===== src/pkg/ram_xfer_cfg.svh =====
// Constants for the exchange and transfer execution block
`ifndef RAM_XFER_CFG_SVH
`define RAM_XFER_CFG_SVH
`define OPC_W        10
`define OPC_SWAP_DEC_HI  6'h2f
`define OPC_SWAP_INC_HI  6'h2e
`define OPC_B_TO_ACC     10'h01e
`define OPC_ACC_TO_B     10'h00e
`define OPC_Y_TO_ACC     10'h01f
`define OPC_ACC_TO_Y     10'h00c
`define OPC_LOAD_E       10'h01a
`define OPC_UNLOAD_E     10'h02a
`define OPC_ACC_TO_D     10'h029
`define OPC_D_TO_ACC     10'h051
`define OPC_Z_TO_ACC     10'h053
`define OPC_HI_RANGE     9:4
`define IMM_RANGE        3:0
`define E_HI_RANGE       7:4
`define E_LO_RANGE       3:0
`define D_SRC_RANGE      2:0
`define NIB_ZERO     4'h0
`define NIB_ONE      4'h1
`define NIB_MAX      4'hf
`define BYTE_ZERO    8'h00
`define DR_ZERO      3'h0
`define CARRY_RST    1'b0
`endif


===== src/pkg/ram_xfer_pkg.sv =====
// Types shared by the exchange and transfer execution block
`default_nettype none
package ram_xfer_pkg;
  typedef enum logic [3:0] {
    OP_NONE, OP_SWAP_DEC, OP_SWAP_INC, OP_B_TO_ACC, OP_ACC_TO_B, OP_Y_TO_ACC, OP_ACC_TO_Y,
    OP_LOAD_E, OP_UNLOAD_E, OP_ACC_TO_D, OP_D_TO_ACC, OP_Z_TO_ACC
  } op_t;

  typedef struct packed {
    logic [3:0] acc;
    logic [3:0] b;
    logic [3:0] x;
    logic [3:0] y;
    logic [7:0] e;
    logic [2:0] dr;
  } regs_t;

  typedef struct packed {
    logic       en;
    logic [3:0] data;
  } mem_wr_t;
endpackage : ram_xfer_pkg
`default_nettype wire


===== src/rtl/ram_xfer_exec.sv =====
// Execution of memory exchange and register transfer instructions
`timescale 1ns/1ps
`include "ram_xfer_cfg.svh"
`default_nettype none
module ram_xfer_exec
  import ram_xfer_pkg::*;
(
  input  wire logic                 clk,
  input  wire logic                 rst_n,
  input  wire logic                 instr_valid,
  input  wire logic [`OPC_W-1:0]    instr,
  input  wire logic [3:0]           mem_rd_data,
  input  wire logic [1:0]           z_reg,
  output logic                      mem_wr_en,
  output logic [3:0]                mem_wr_data,
  output logic                      skip_next,
  output logic                      carry_flag,
  output logic [3:0]                acc,
  output logic [3:0]                b_reg,
  output logic [3:0]                x_reg,
  output logic [3:0]                y_reg,
  output logic [7:0]                e_reg,
  output logic [2:0]                d_ptr
);

  regs_t   st_q, st_d;
  mem_wr_t wr_q, wr_d;
  logic    skip_q, skip_d;
  logic    carry_q;
  op_t     op;
  logic    exec;
  logic [3:0] imm_j;

  assign imm_j = instr[`IMM_RANGE];
  // A skipped slot still consumes its cycle but changes nothing except clearing the pending skip
  assign exec  = instr_valid && !skip_q;

  // Exchanges carry j in the low nibble, so only the upper six bits select them
  always_comb begin
    op = OP_NONE;
    if (instr[`OPC_HI_RANGE] == `OPC_SWAP_DEC_HI) begin
      op = OP_SWAP_DEC;
    end else if (instr[`OPC_HI_RANGE] == `OPC_SWAP_INC_HI) begin
      op = OP_SWAP_INC;
    end else begin
      unique case (instr)
        `OPC_B_TO_ACC: op = OP_B_TO_ACC;
        `OPC_ACC_TO_B: op = OP_ACC_TO_B;
        `OPC_Y_TO_ACC: op = OP_Y_TO_ACC;
        `OPC_ACC_TO_Y: op = OP_ACC_TO_Y;
        `OPC_LOAD_E:   op = OP_LOAD_E;
        `OPC_UNLOAD_E: op = OP_UNLOAD_E;
        `OPC_ACC_TO_D: op = OP_ACC_TO_D;
        `OPC_D_TO_ACC: op = OP_D_TO_ACC;
        `OPC_Z_TO_ACC: op = OP_Z_TO_ACC;
        default:       op = OP_NONE;
      endcase
    end
  end

  always_comb begin
    st_d   = st_q;
    wr_d   = '{en: 1'b0, data: `NIB_ZERO};
    // Any valid slot, executed or dropped, ends a pending skip
    skip_d = instr_valid ? 1'b0 : skip_q;
    if (exec) begin
      unique case (op)
        OP_SWAP_DEC: begin
          wr_d    = '{en: 1'b1, data: st_q.acc};
          st_d.acc = mem_rd_data;
          st_d.x   = st_q.x ^ imm_j;
          st_d.y   = st_q.y - `NIB_ONE;
          skip_d   = (st_q.y - `NIB_ONE) == `NIB_MAX;
        end
        OP_SWAP_INC: begin
          wr_d    = '{en: 1'b1, data: st_q.acc};
          st_d.acc = mem_rd_data;
          st_d.x   = st_q.x ^ imm_j;
          st_d.y   = st_q.y + `NIB_ONE;
          skip_d   = (st_q.y + `NIB_ONE) == `NIB_ZERO;
        end
        OP_B_TO_ACC: st_d.acc = st_q.b;
        OP_ACC_TO_B: st_d.b   = st_q.acc;
        OP_Y_TO_ACC: st_d.acc = st_q.y;
        OP_ACC_TO_Y: st_d.y   = st_q.acc;
        OP_LOAD_E:   st_d.e   = {st_q.b, st_q.acc};
        OP_UNLOAD_E: begin
          st_d.b   = st_q.e[`E_HI_RANGE];
          st_d.acc = st_q.e[`E_LO_RANGE];
        end
        OP_ACC_TO_D: st_d.dr  = st_q.acc[`D_SRC_RANGE];
        // The top accumulator bit is forced low so no stale data leaks through
        OP_D_TO_ACC: st_d.acc = {1'b0, st_q.dr};
        OP_Z_TO_ACC: st_d.acc = {2'b00, z_reg};
        default: ;
      endcase
    end
  end

  // Carry belongs to the arithmetic group; only reset writes it here
  always_ff @(posedge clk or negedge rst_n) begin
    if (!rst_n) begin
      st_q    <= '{acc: `NIB_ZERO, b: `NIB_ZERO, x: `NIB_ZERO, y: `NIB_ZERO,
                   e: `BYTE_ZERO, dr: `DR_ZERO};
      wr_q    <= '{en: 1'b0, data: `NIB_ZERO};
      skip_q  <= 1'b0;
      carry_q <= `CARRY_RST;
    end else begin
      st_q    <= st_d;
      wr_q    <= wr_d;
      skip_q  <= skip_d;
      carry_q <= carry_q;
    end
  end

  assign mem_wr_en   = wr_q.en;
  assign mem_wr_data = wr_q.data;
  assign skip_next   = skip_q;
  assign carry_flag  = carry_q;
  assign acc         = st_q.acc;
  assign b_reg       = st_q.b;
  assign x_reg       = st_q.x;
  assign y_reg       = st_q.y;
  assign e_reg       = st_q.e;
  assign d_ptr       = st_q.dr;

  logic is_swap_dec, is_swap_inc, is_swap, is_b_to_acc, is_acc_to_b, is_y_to_acc, is_acc_to_y;
  logic is_load_e, is_unload_e, is_acc_to_d, is_d_to_acc, is_z_to_acc, is_noop;
  assign is_swap_dec = exec && op == OP_SWAP_DEC;
  assign is_swap_inc = exec && op == OP_SWAP_INC;
  assign is_swap     = is_swap_dec || is_swap_inc;
  assign is_b_to_acc = exec && op == OP_B_TO_ACC;
  assign is_acc_to_b = exec && op == OP_ACC_TO_B;
  assign is_y_to_acc = exec && op == OP_Y_TO_ACC;
  assign is_acc_to_y = exec && op == OP_ACC_TO_Y;
  assign is_load_e   = exec && op == OP_LOAD_E;
  assign is_unload_e = exec && op == OP_UNLOAD_E;
  assign is_acc_to_d = exec && op == OP_ACC_TO_D;
  assign is_d_to_acc = exec && op == OP_D_TO_ACC;
  assign is_z_to_acc = exec && op == OP_Z_TO_ACC;
  assign is_noop     = exec && op == OP_NONE;
endmodule : ram_xfer_exec
`default_nettype wire


===== config.mk =====
export PLATFORM = sky130hd
export DESIGN_NAME = ram_xfer_exec
export DESIGN_NICKNAME = d
export VERILOG_FILES = /design/src/pkg/ram_xfer_pkg.sv /design/src/rtl/ram_xfer_exec.sv
export VERILOG_INCLUDE_DIRS = /design/src /design/src/pkg
export SDC_FILE = /design/constraint.sdc
export NUM_CORES = 1
export LEC_CHECK = 0
export BUFFER_PORTS_ARGS = -buffer_cell sky130_fd_sc_hd__buf_2
export CAP_MARGIN = 5
export CELL_PAD_IN_SITES_DETAIL_PLACEMENT = 1
export CELL_PAD_IN_SITES_GLOBAL_PLACEMENT = 2
export CORE_ASPECT_RATIO = 1.5
export CORE_MARGIN = 8
export CORE_UTILIZATION = 32
export CTS_BUF_LIST = sky130_fd_sc_hd__clkbuf_16
export DETAILED_ROUTE_END_ITERATION = 10
export GPL_ROUTABILITY_DRIVEN = 0
export GPL_TIMING_DRIVEN = 0
export HOLD_SLACK_MARGIN = 0.06
export PLACE_DENSITY = 0.81
export SLEW_MARGIN = 0
export SYNTH_ARGS = -nofsm -noshare
export SYNTH_HDL_FRONTEND = slang
export SYNTH_SLANG_ARGS = --single-unit

===== constraint.sdc =====
create_clock -name clk -period 1.6 [get_ports clk]
set_clock_uncertainty 0.05 [all_clocks]
set_input_delay 0.08 -clock clk [delete_from_list [all_inputs] [get_ports clk]]
set_output_delay 0.08 -clock clk [all_outputs]
set_load 0.05 [all_outputs]

### Word level (Yosys, flattened, before mapping)

Cells that the tools add are included.

* add/sub/neg operators: 2
* multipliers: 0
* divide/modulo/power cells: 0
* $lt $le $gt $ge: 0
* equality and inequality tests: 23
* shift-type cells: 0
* mux-type cells: 11
* bitwise logic cells: 1
* reduce and logical (&&, ||, !) cells: 13

Operators with widths (number)
* $pmux 4 s9: 1
* $eq 10x5->1 const B: 3
* $pmux 4 s6: 1
* $eq 10x4->1 const B: 2
* $eq 10x6->1 const B: 2
* $eq 10x7->1 const B: 2
* $eq 4x4->1 const B: 5
* $eq 4x3->1 const B: 4
* $eq 6x6->1 const B: 2
* $pmux 4 s3: 1
* $reduce_and 2->1: 6
* $mux 5: 2
* $eq 4x2->1 const B: 2
* $mux 4: 2
* $pmux 4 s2: 1
* $reduce_bool 6->1: 1
* $add 4x1->4 const B: 1
* $eq 4x1->1 const B: 1
* $logic_not 4->1: 1
* $sub 4x1->4 const B: 1
* $xor 4x4->4: 1
* $reduce_bool 3->1: 1
* $mux 1: 2
* $pmux 1 s2: 1
* other kinds (4): 4

* flip-flop bits (word level): 33
* bits in latches: 0
* bits in writable memories: 0
* memory bits (read-only): 0
* input bits: 19
* output and inout bits: 34
* word-level logic and storage cells: 59
* memories kept: 0

### Logic depth before layout (Yosys ltp)

Gate-level depths: netlist of run 1.

* depth after elaboration: 8
* depth in mapped cells: 8
* depth with buffers taken out: 7

### Worst setup path before layout of run 1

No wires, ideal clock.

* kind: flip-flop to flip-flop
* start point: reg st_q, in the netlist y_reg[2]
* end point: reg st_q, in the netlist y_reg[3]
* library setup time: 0.086 ns
* arrival time: 1.703 ns
* data required time: 1.464 ns
* setup slack: -0.239 ns
* cell stages (with the launch flop): 7
* path buffers: 1
* period minus slack after synthesis: 1.839 ns
* path through: dfrtp_1 > clkbuf_1 > nand3_1 > xor2_1 > o31ai_1 > nor4_1 > nor3_1

* cells in the longest elaborated chain, start to end: 2
* elaborated cells between the ends (all ways): 3
* those cells by class: add/sub (2); mux (1)

Ends and longest elaborated chain
* from (decl): RTL line ram_xfer_exec.sv:26 `regs_t st_q, st_d;`
* from (signal assigned): RTL line ram_xfer_exec.sv:103 `` st_q <= '{acc: `NIB_ZERO, b: `NIB_ZERO, x: `NIB_ZERO, y: `NIB_ZERO, ``
* from (signal assigned): RTL line ram_xfer_exec.sv:109 `st_q <= st_d;`
* $add 4x1->4 (no line) / $sub 4x1->4 (equally long branches)
* $pmux 4 s3 *: RTL line ram_xfer_exec.sv:67 `unique case (op)`

Every way passes the cells marked *; elsewhere a longest branch is shown, timed or not.
A chain may end at the register's enable or synchronous reset.

### Final worst setup path of run 1

* start point: in instr[6]
* end point: reg st_q, in the netlist d_ptr[2]

* cells in the longest elaborated chain, start to end: 6
* elaborated cells between the ends (all ways): 16
* those cells by class: eq/ne (12); mux (3); reduce/logical (1)

Ends and longest elaborated chain
* from (decl): RTL line ram_xfer_exec.sv:11 `` input wire logic [`OPC_W-1:0] instr, ``
* $eq 10x7->1, or another cell as far along: RTL line ram_xfer_exec.sv:46 `unique case (instr)`
* $pmux 4 s9: RTL line ram_xfer_exec.sv:46
* $mux 4: RTL line ram_xfer_exec.sv:43 `` end else if (instr[`OPC_HI_RANGE] == `OPC_SWAP_INC_HI) begin ``
* $mux 4 *: RTL line ram_xfer_exec.sv:41 `` if (instr[`OPC_HI_RANGE] == `OPC_SWAP_DEC_HI) begin ``
* $eq 4x4->1 *: RTL line ram_xfer_exec.sv:67
* $reduce_and 2->1 (no line) *

Marked as above.

==> results of run 1 <==
==> synth_stat cells, types with 4 or more instances <==
cell and number:
a21oi_1 9, and3_1 8, buf_2 6, dfrtp_1 33, ha_1 4, inv_1 8
mux2_2 7, mux2_4 4, mux2i_1 5, nand2_1 23, nand3_1 7, nor2_1 12
nor3_1 5, o21ai_0 7, o22ai_1 6, xnor2_1 6
==> per-stage QoR <==
step                      setup slack, ns  instance area [sq um]  hold slack, ns  setup TNS [ns]  util (%)
final                             -0.0833                   2880          0.0867          -0.219      45.1
after global routing               -0.142                   2880          0.0906          -0.769      45.1
after CTS                         -0.0441                   2770          0.0900          -0.111      43.3
after detailed placement           -0.570                   2460           0.148           -7.10      38.5
after global placement             -0.521                   2460           0.145           -6.80      38.5
after floorplan                    -0.206                   2130          -0.266          -0.707         -
==> final timing paths <==
path,startpoint,cells past startpoint,to
min reg2reg,x_reg[1],1,x_reg[1]
max in group asynchronous,rst_n,2,skip_next
min,mem_rd_data[3],3,acc[3]
min in group asynchronous,rst_n,2,acc[1]
max reg2reg,y_reg[1],5,y_reg[2]
max,instr[6],7,d_ptr[2]
==> cells by family (layout without fill, tap and decap cells) <==
kind of cell             after synthesis  after routing  synth area share, %
AO/OA/AOI/OAI                         46             46                 16.3
XOR/XNOR                               9              9                 3.80
adder cells (fa/ha/maj)                4              4                 2.41
buffers and inverters                 21             98                 5.06
flip-flops                            33             33                 39.8
multiplexers                          16             16                 9.10
other                                  1              1                0.181
AND/OR/NAND/NOR                       81             81                 23.3
==> worst max-delay path, delay by kind of cell <==
| kind | cells | cell delay [ns] |
|---|---|---|
| mux | 1 | 0.31 |
| compound gates | 1 | 0.22 |
| buf+inv | 1 | 0.11 |
| simple gates | 4 | 1.07 |
==> power groups by stage <==
stage / logic (mW) / registers, mW / clock network, mW
global route: 0.959 / 1.07 / 1.14
finish: 0.896 / 1.06 / 1.08
global placement: 0.815 / 1.07 / 0
CTS: 0.854 / 1.06 / 1.10
detailed placement: 0.829 / 1.08 / 0
floorplan: 0.311 / 1.34 / 0
==> layout by cell type, fill, tap and decap left out, types with 3 or more instances in the layout <==
cell	Yosys	final
nand3_1	7	5
mux2_2	7	6
dlygate4sd3_1	0	4
clkbuf_16	0	5
inv_1	8	8
dfrtp_2	0	4
o22ai_1	6	6
xor2_1	3	3
a21oi_1	9	7
nor2_1	12	12
ha_1	4	3
mux2i_1	5	5
a22o_1	3	3
buf_6	1	3
and3_1	8	8
dfrtp_1	33	29
xnor2_1	6	6
nand2_1	23	22
mux2_4	4	5
o21ai_0	7	7
nor3_1	5	3
buf_4	3	20
buf_2	6	49
==> final cells by class <==
class	instances	area, sq um	area share (%)
plain buffers	13	121	4.21
inverters	8	30.0	1.04
flip-flops and latches	33	831	28.8
repair buffers	69	420	14.6
clock inverters	3	37.5	1.30
multi-input cells	157	1220	42.4
clock buffers	5	125	4.34
well taps	76	95.1	3.30
==> what timing repair did <==
action,4_1_cts,5_1_grt
setup endpoints to repair,14,20
buffers inserted,9,9
pin swaps,6,4
gates resized for setup,10,12
gates cloned,0,0
hold endpoints to repair,36,0
hold buffers,4,0
==> routing by layer <==
layer  up-vias  GRT usage [%]  wire, microns
li1        919              -              -
met1       975           15.5           2630
met2        55           26.8           3770
met3         9           3.30            283
met4         0           7.29            145
met5         -              0              0
==> impl_metrics.tcl, run 1 <==
set metrics [dict create \
    wirelength_mm 6.83 \
    internal_power_mw 1.95 \
    grt_pass1_vias 2141 \
    synth_seq_cells 33 \
    clkLatencyLatePin_ns 0.28 \
    p_leak_nw 1.42 \
    route.vias.total 1958 \
    start_kind "input pin" \
    synthFlopType "dfrtp_1" \
    ys_types 53 \
    avgSynthCellArea_sq_um 9.84 \
    criticalPathCategory "input pin to flip-flop" \
    netSwitchingFraction_pct 35.7 \
    grt_overflow 0 \
    switching_power_mw 1.09 \
    finalPower_mw 3.04 \
    cpPeakStageDelay_ns 0.36 \
    violations "setup timing" \
    setup_viol 3 \
    cts_made_buffers 5 \
    grt_usage_pct 14.9 \
    synth_edf_count 0 \
    die_w_microns 81.8 \
    synth_nets 234 \
    synth_top_area_share_pct 39.8 \
    cts_max_level 2 \
    rows 36 \
    cts_root_buf "clkbuf_16" \
    maxCapViolCount 0 \
    worst_pin_slew_ns 0.757 \
    cts_tree "done" \
    relSlewSlack_pct 49.5 \
    antenna_found_initial 0 \
    core_sq_mm 0.00640 \
    drt_pass1_iterations 5 \
    fillCellCount 730 \
    drc 0 \
    endpoint_kind "flip-flop" \
    cp_max_fo 5 \
    synth_area_sq_mm 0.00208 \
    dp_cells 334 \
    hpwlAfterDp_mm 4.98 \
    finalCritPeriodShare_pct 105 \
    start_util_pct 32.5 \
    power.density_mw_per_mm2 1050 \
    slowest_stage "and4b_4" \
    grt_pass1_wl_mm 10.7 \
    clkPwrFrac_pct 35.7 \
    cp.required_ns 1.71 \
    seq_area_frac_synth_pct 39.8 \
    syn_inst 211 \
    cp.arrival_ns 1.79 \
    r2r_setup_slack_ns 0.04 \
    setup_ws_ns -0.0833 \
    status "finished with violations" \
    clockBufferDepth 2 \
    avgRoutedWirePerCell_microns 18.8 \
    async_flop_share_pct 100 \
    fmax_mhz 594 \
    drtIter0Drc 69 \
    grt_setup_unrepaired "yes" \
    min_path_type "input pin to flip-flop" \
    grt_max_degree 34 \
    fin_nets 310 \
    stdcell_count 364 \
    n_antenna_cell 0 \
    cp_cell_sequence "buf_8 -> nor4b_4 -> nand4_2 -> a21o_1 -> and3b_4 -> and4b_4 -> mux2_4" \
    path_clk_slew_ns 0.05 \
    clock_sinks 33 \
    ant_nets 0 \
    synthTopCellsByArea "dfrtp_1 40%, nand2_1 4.2%, mux2_2 3.8%, mux2_4 2.9%, xnor2_1 2.5%" \
    largest_reg_flops 8 \
    io-pin-count 53 \
    portBuffers 47 \
    drive_above_1_share_pct 43.8 \
    hold_viol 0 \
    ir_drop_mv 0.639 \
    die_h_microns 115 \
    ys_warn_count 0 \
    p_seq_share_pct 34.8 \
    viasPerCell 5.38 \
    min_period_ns 1.68 \
    yosysTopAreaCell "dfrtp_1" \
    die-area_sq_mm 0.00937 \
    slew_viol_final 0 \
    p_comb_share_pct 29.5 \
    area_growth_pct 38.8 \
]
(Power assumes the default switching activity.)
==> inputs of run 2 (changes only) <==
--- a/config.mk
+++ b/config.mk
@@ -6,19 +6,20 @@
 export SDC_FILE = /design/constraint.sdc
 export NUM_CORES = 1
 export LEC_CHECK = 0
+export ABC_AREA = 1
 export BUFFER_PORTS_ARGS = -buffer_cell sky130_fd_sc_hd__buf_2
 export CAP_MARGIN = 5
 export CELL_PAD_IN_SITES_DETAIL_PLACEMENT = 1
 export CELL_PAD_IN_SITES_GLOBAL_PLACEMENT = 2
 export CORE_ASPECT_RATIO = 1.5
 export CORE_MARGIN = 8
-export CORE_UTILIZATION = 32
+export CORE_UTILIZATION = 29
 export CTS_BUF_LIST = sky130_fd_sc_hd__clkbuf_16
 export DETAILED_ROUTE_END_ITERATION = 10
 export GPL_ROUTABILITY_DRIVEN = 0
 export GPL_TIMING_DRIVEN = 0
 export HOLD_SLACK_MARGIN = 0.06
-export PLACE_DENSITY = 0.81
+export PLACE_DENSITY = 0.82
 export SLEW_MARGIN = 0
 export SYNTH_ARGS = -nofsm -noshare
 export SYNTH_HDL_FRONTEND = slang
==> run 2 against run 1 <==
Net effect: the run now ends clean; global-route usage is 1.7 points lower; worst setup slack better by 0.24 ns; first-iteration DRC count is 36% lower; critical path depth is 1 higher; fmax is 16% higher; sequential share of layout area is 3.9 points higher; critical endpoint is now acc[0]; largest cell class unchanged; largest power group unchanged.
==> impl_metrics.tcl, run 2 <==
set metrics [dict create \
    setup_tns_ns 0 \
    criticalPathCategory "flip-flop to flip-flop" \
    pre_cts_slack_ns -0.146 \
    core_sq_mm 0.00653 \
    synth_top_area_share_pct 42.1 \
    relSlewSlack_pct 48.9 \
    path_clk_slew_ns 0.06 \
    p_leak_nw 1.37 \
    yosys-top-cells-count "84 x nand2_1, 35 x inv_1, 33 x dfrtp_1, 29 x nor2_1, 19 x nand3_1" \
    drc 0 \
    slew_viol_final 0 \
    avgSynthCellArea_sq_um 7.34 \
    viasPerCell 4.62 \
    startpoint "skip_next" \
    start_util_pct 30.0 \
    clkLatencyLatePin_ns 0.28 \
    grt_overflow 0 \
    cp.arrival_ns 1.56 \
    async_flop_share_pct 100 \
    route.vias.total 1881 \
    finalCritPeriodShare_pct 90.5 \
    die_h_microns 117 \
    synth_edf_count 0 \
    ir_drop_mv 0.423 \
    fmax_mhz 691 \
    endpoint_kind "flip-flop" \
    placed_cell_area_sq_mm 0.00231 \
    synthTopCellsByArea "dfrtp_1 42%, nand2_1 16%, inv_1 6.7%, nor2_1 5.6%, nand3_1 4.9%" \
    grt_usage_pct 13.2 \
    synth_nets 290 \
    largest_reg_flops 8 \
    cts_max_level 2 \
    synth.most_common_cell "nand2_1" \
    area_growth_pct 29.4 \
    cp_max_fo 6 \
    cts_made_buffers 5 \
    fillCellCount 838 \
    crit-reg2reg-launch "skip_next" \
    fin_nets 353 \
    io-pin-count 53 \
    most-common-layout-cells "84 x nand2_1, 52 x buf_2, 35 x inv_1, 30 x dfrtp_1, 29 x nor2_1" \
    grt_pass1_wl_mm 10.3 \
    n_antenna_cell 0 \
    cts_root_buf "clkbuf_16" \
    clockBufferDepth 2 \
    rows 36 \
    yosysTopAreaCell "dfrtp_1" \
    final_common_cell "nand2_1" \
    grt_max_degree 34 \
    status "complete, no violations" \
    design_area_sq_mm 0.00254 \
    setup_ws_ns 0.152 \
    synth_area_sq_mm 0.00196 \
    hold_viol 0 \
    hold_ws_ns 0.0621 \
    cp.required_ns 1.71 \
    die-area_sq_mm 0.00970 \
    maxCapViolCount 0 \
    seq_area_frac_synth_pct 42.1 \
    cts_tree "done" \
    drtIter0Drc 44 \
    die_w_microns 83.1 \
    portBuffers 51 \
    syn_inst 267 \
    antenna_found_initial 0 \
    power.density_mw_per_mm2 1140 \
    grt_setup_unrepaired "no" \
    start_kind "flip-flop" \
    setup_viol 0 \
    min_period_ns 1.45 \
    ant_nets 0 \
    wirelength_mm 6.14 \
    drive_above_1_share_pct 25.7 \
    hpwlAfterDp_mm 4.75 \
    worst_pin_slew_ns 0.767 \
    finalPower_mw 2.88 \
    avgRoutedWirePerCell_microns 15.1 \
    synth_seq_cells 33 \
    ys_types 25 \
    min_path_type "input pin to flip-flop" \
    worstHoldStart "instr[3]" \
    synthFlopType "dfrtp_1" \
    drt_pass1_iterations 4 \
    clock_sinks 33 \
    ys_warn_count 0 \
    grt_pass1_vias 2098 \
]
[run 2: changes by cell type after synthesis, moves of 5 or more]
cell,previous run,this run
nand2_1,23,84
inv_1,8,35
nor2_1,12,29
o21ai_1,0,13
nand3_1,7,19
a21oi_1,9,0
and3_1,8,0
o22ai_1,6,0
buf_2,6,1
mux2i_1,5,0
nand2_2,0,5
o21ai_0,7,12
[run 2: layout make-up]
class                   instances  area (sq um)  share of cell area [%]
multi-input cells             195           980                    38.6
flip-flops and latches         33           830                    32.7
repair buffers                 56           310                    12.2
inverters                      36           135                    5.33
clock buffers                   5           125                    4.93
well taps                      76          95.1                    3.75
clock inverters                 3          37.5                    1.48
plain buffers                   3          23.8                   0.937
[run 2: timing repair]
action / CTS / global route
gates resized for setup: 2 / 0
pin swaps: 0 / 1
buffers inserted: 0 / 3
endpoints found under the setup margin: 8 / 8
hold buffers: 2 / 0
hold endpoints to repair: 34 / 0
[run 2: path summary, 6_finish.rpt]
path / end / slack (ns) / depth (start not counted)
max: acc[0] / 0.15 / 8
min: x_reg[3] / 0.06 / 3
max reg2reg: acc[0] / 0.15 / 8
min reg2reg: x_reg[3] / 0.43 / 1
max in group asynchronous: y_reg[1] / 0.60 / 2
min in group asynchronous: y_reg[2] / 0.38 / 2
[run 2: through the flow]
stage               cells  utilization (%)
global route          407             38.8
finish                407             38.8
CTS                   404             38.3
floorplan             267                -
detailed placement    394             35.4
global placement      394             35.4
[run 2: cells by family after synthesis]
| kind of cell | Yosys count | share of synthesized area, % |
|---|---|---|
| compound gates | 25 | 6.39 |
| simple gates | 154 | 35.3 |
| buf+inv | 39 | 8.11 |
| fa+ha+maj | 4 | 2.55 |
| other cells | 1 | 0.191 |
| flops | 33 | 42.1 |
| mux | 3 | 1.72 |
| xor+xnor | 8 | 3.58 |
[run 2: worst max-delay path, cell delays in order (launching register included)]
cell and delay (ns):
dfrtp_2 0.43, nor2_4 0.13, inv_1 0.08, nor2_4 0.18
inv_2 0.13, nand2_2 0.15, inv_2 0.07, nand2_1 0.06
nand2_1 0.05
[run 2: power breakdown]
part           internal, mW  switching (mW)
clock network         0.723           0.356
logic                 0.210           0.576
registers             0.919          0.0963
[run 2: routing by layer]
| layer | up-vias | global-route usage (%) | wire (microns) |
|---|---|---|---|
| met3 | 10 | 3.00 | 246 |
| met4 | 0 | 6.94 | 163 |
| met1 | 876 | 13.5 | 2520 |
| li1 | 955 | - | - |
| met2 | 40 | 24.5 | 3200 |
| met5 | - | 0 | 0 |
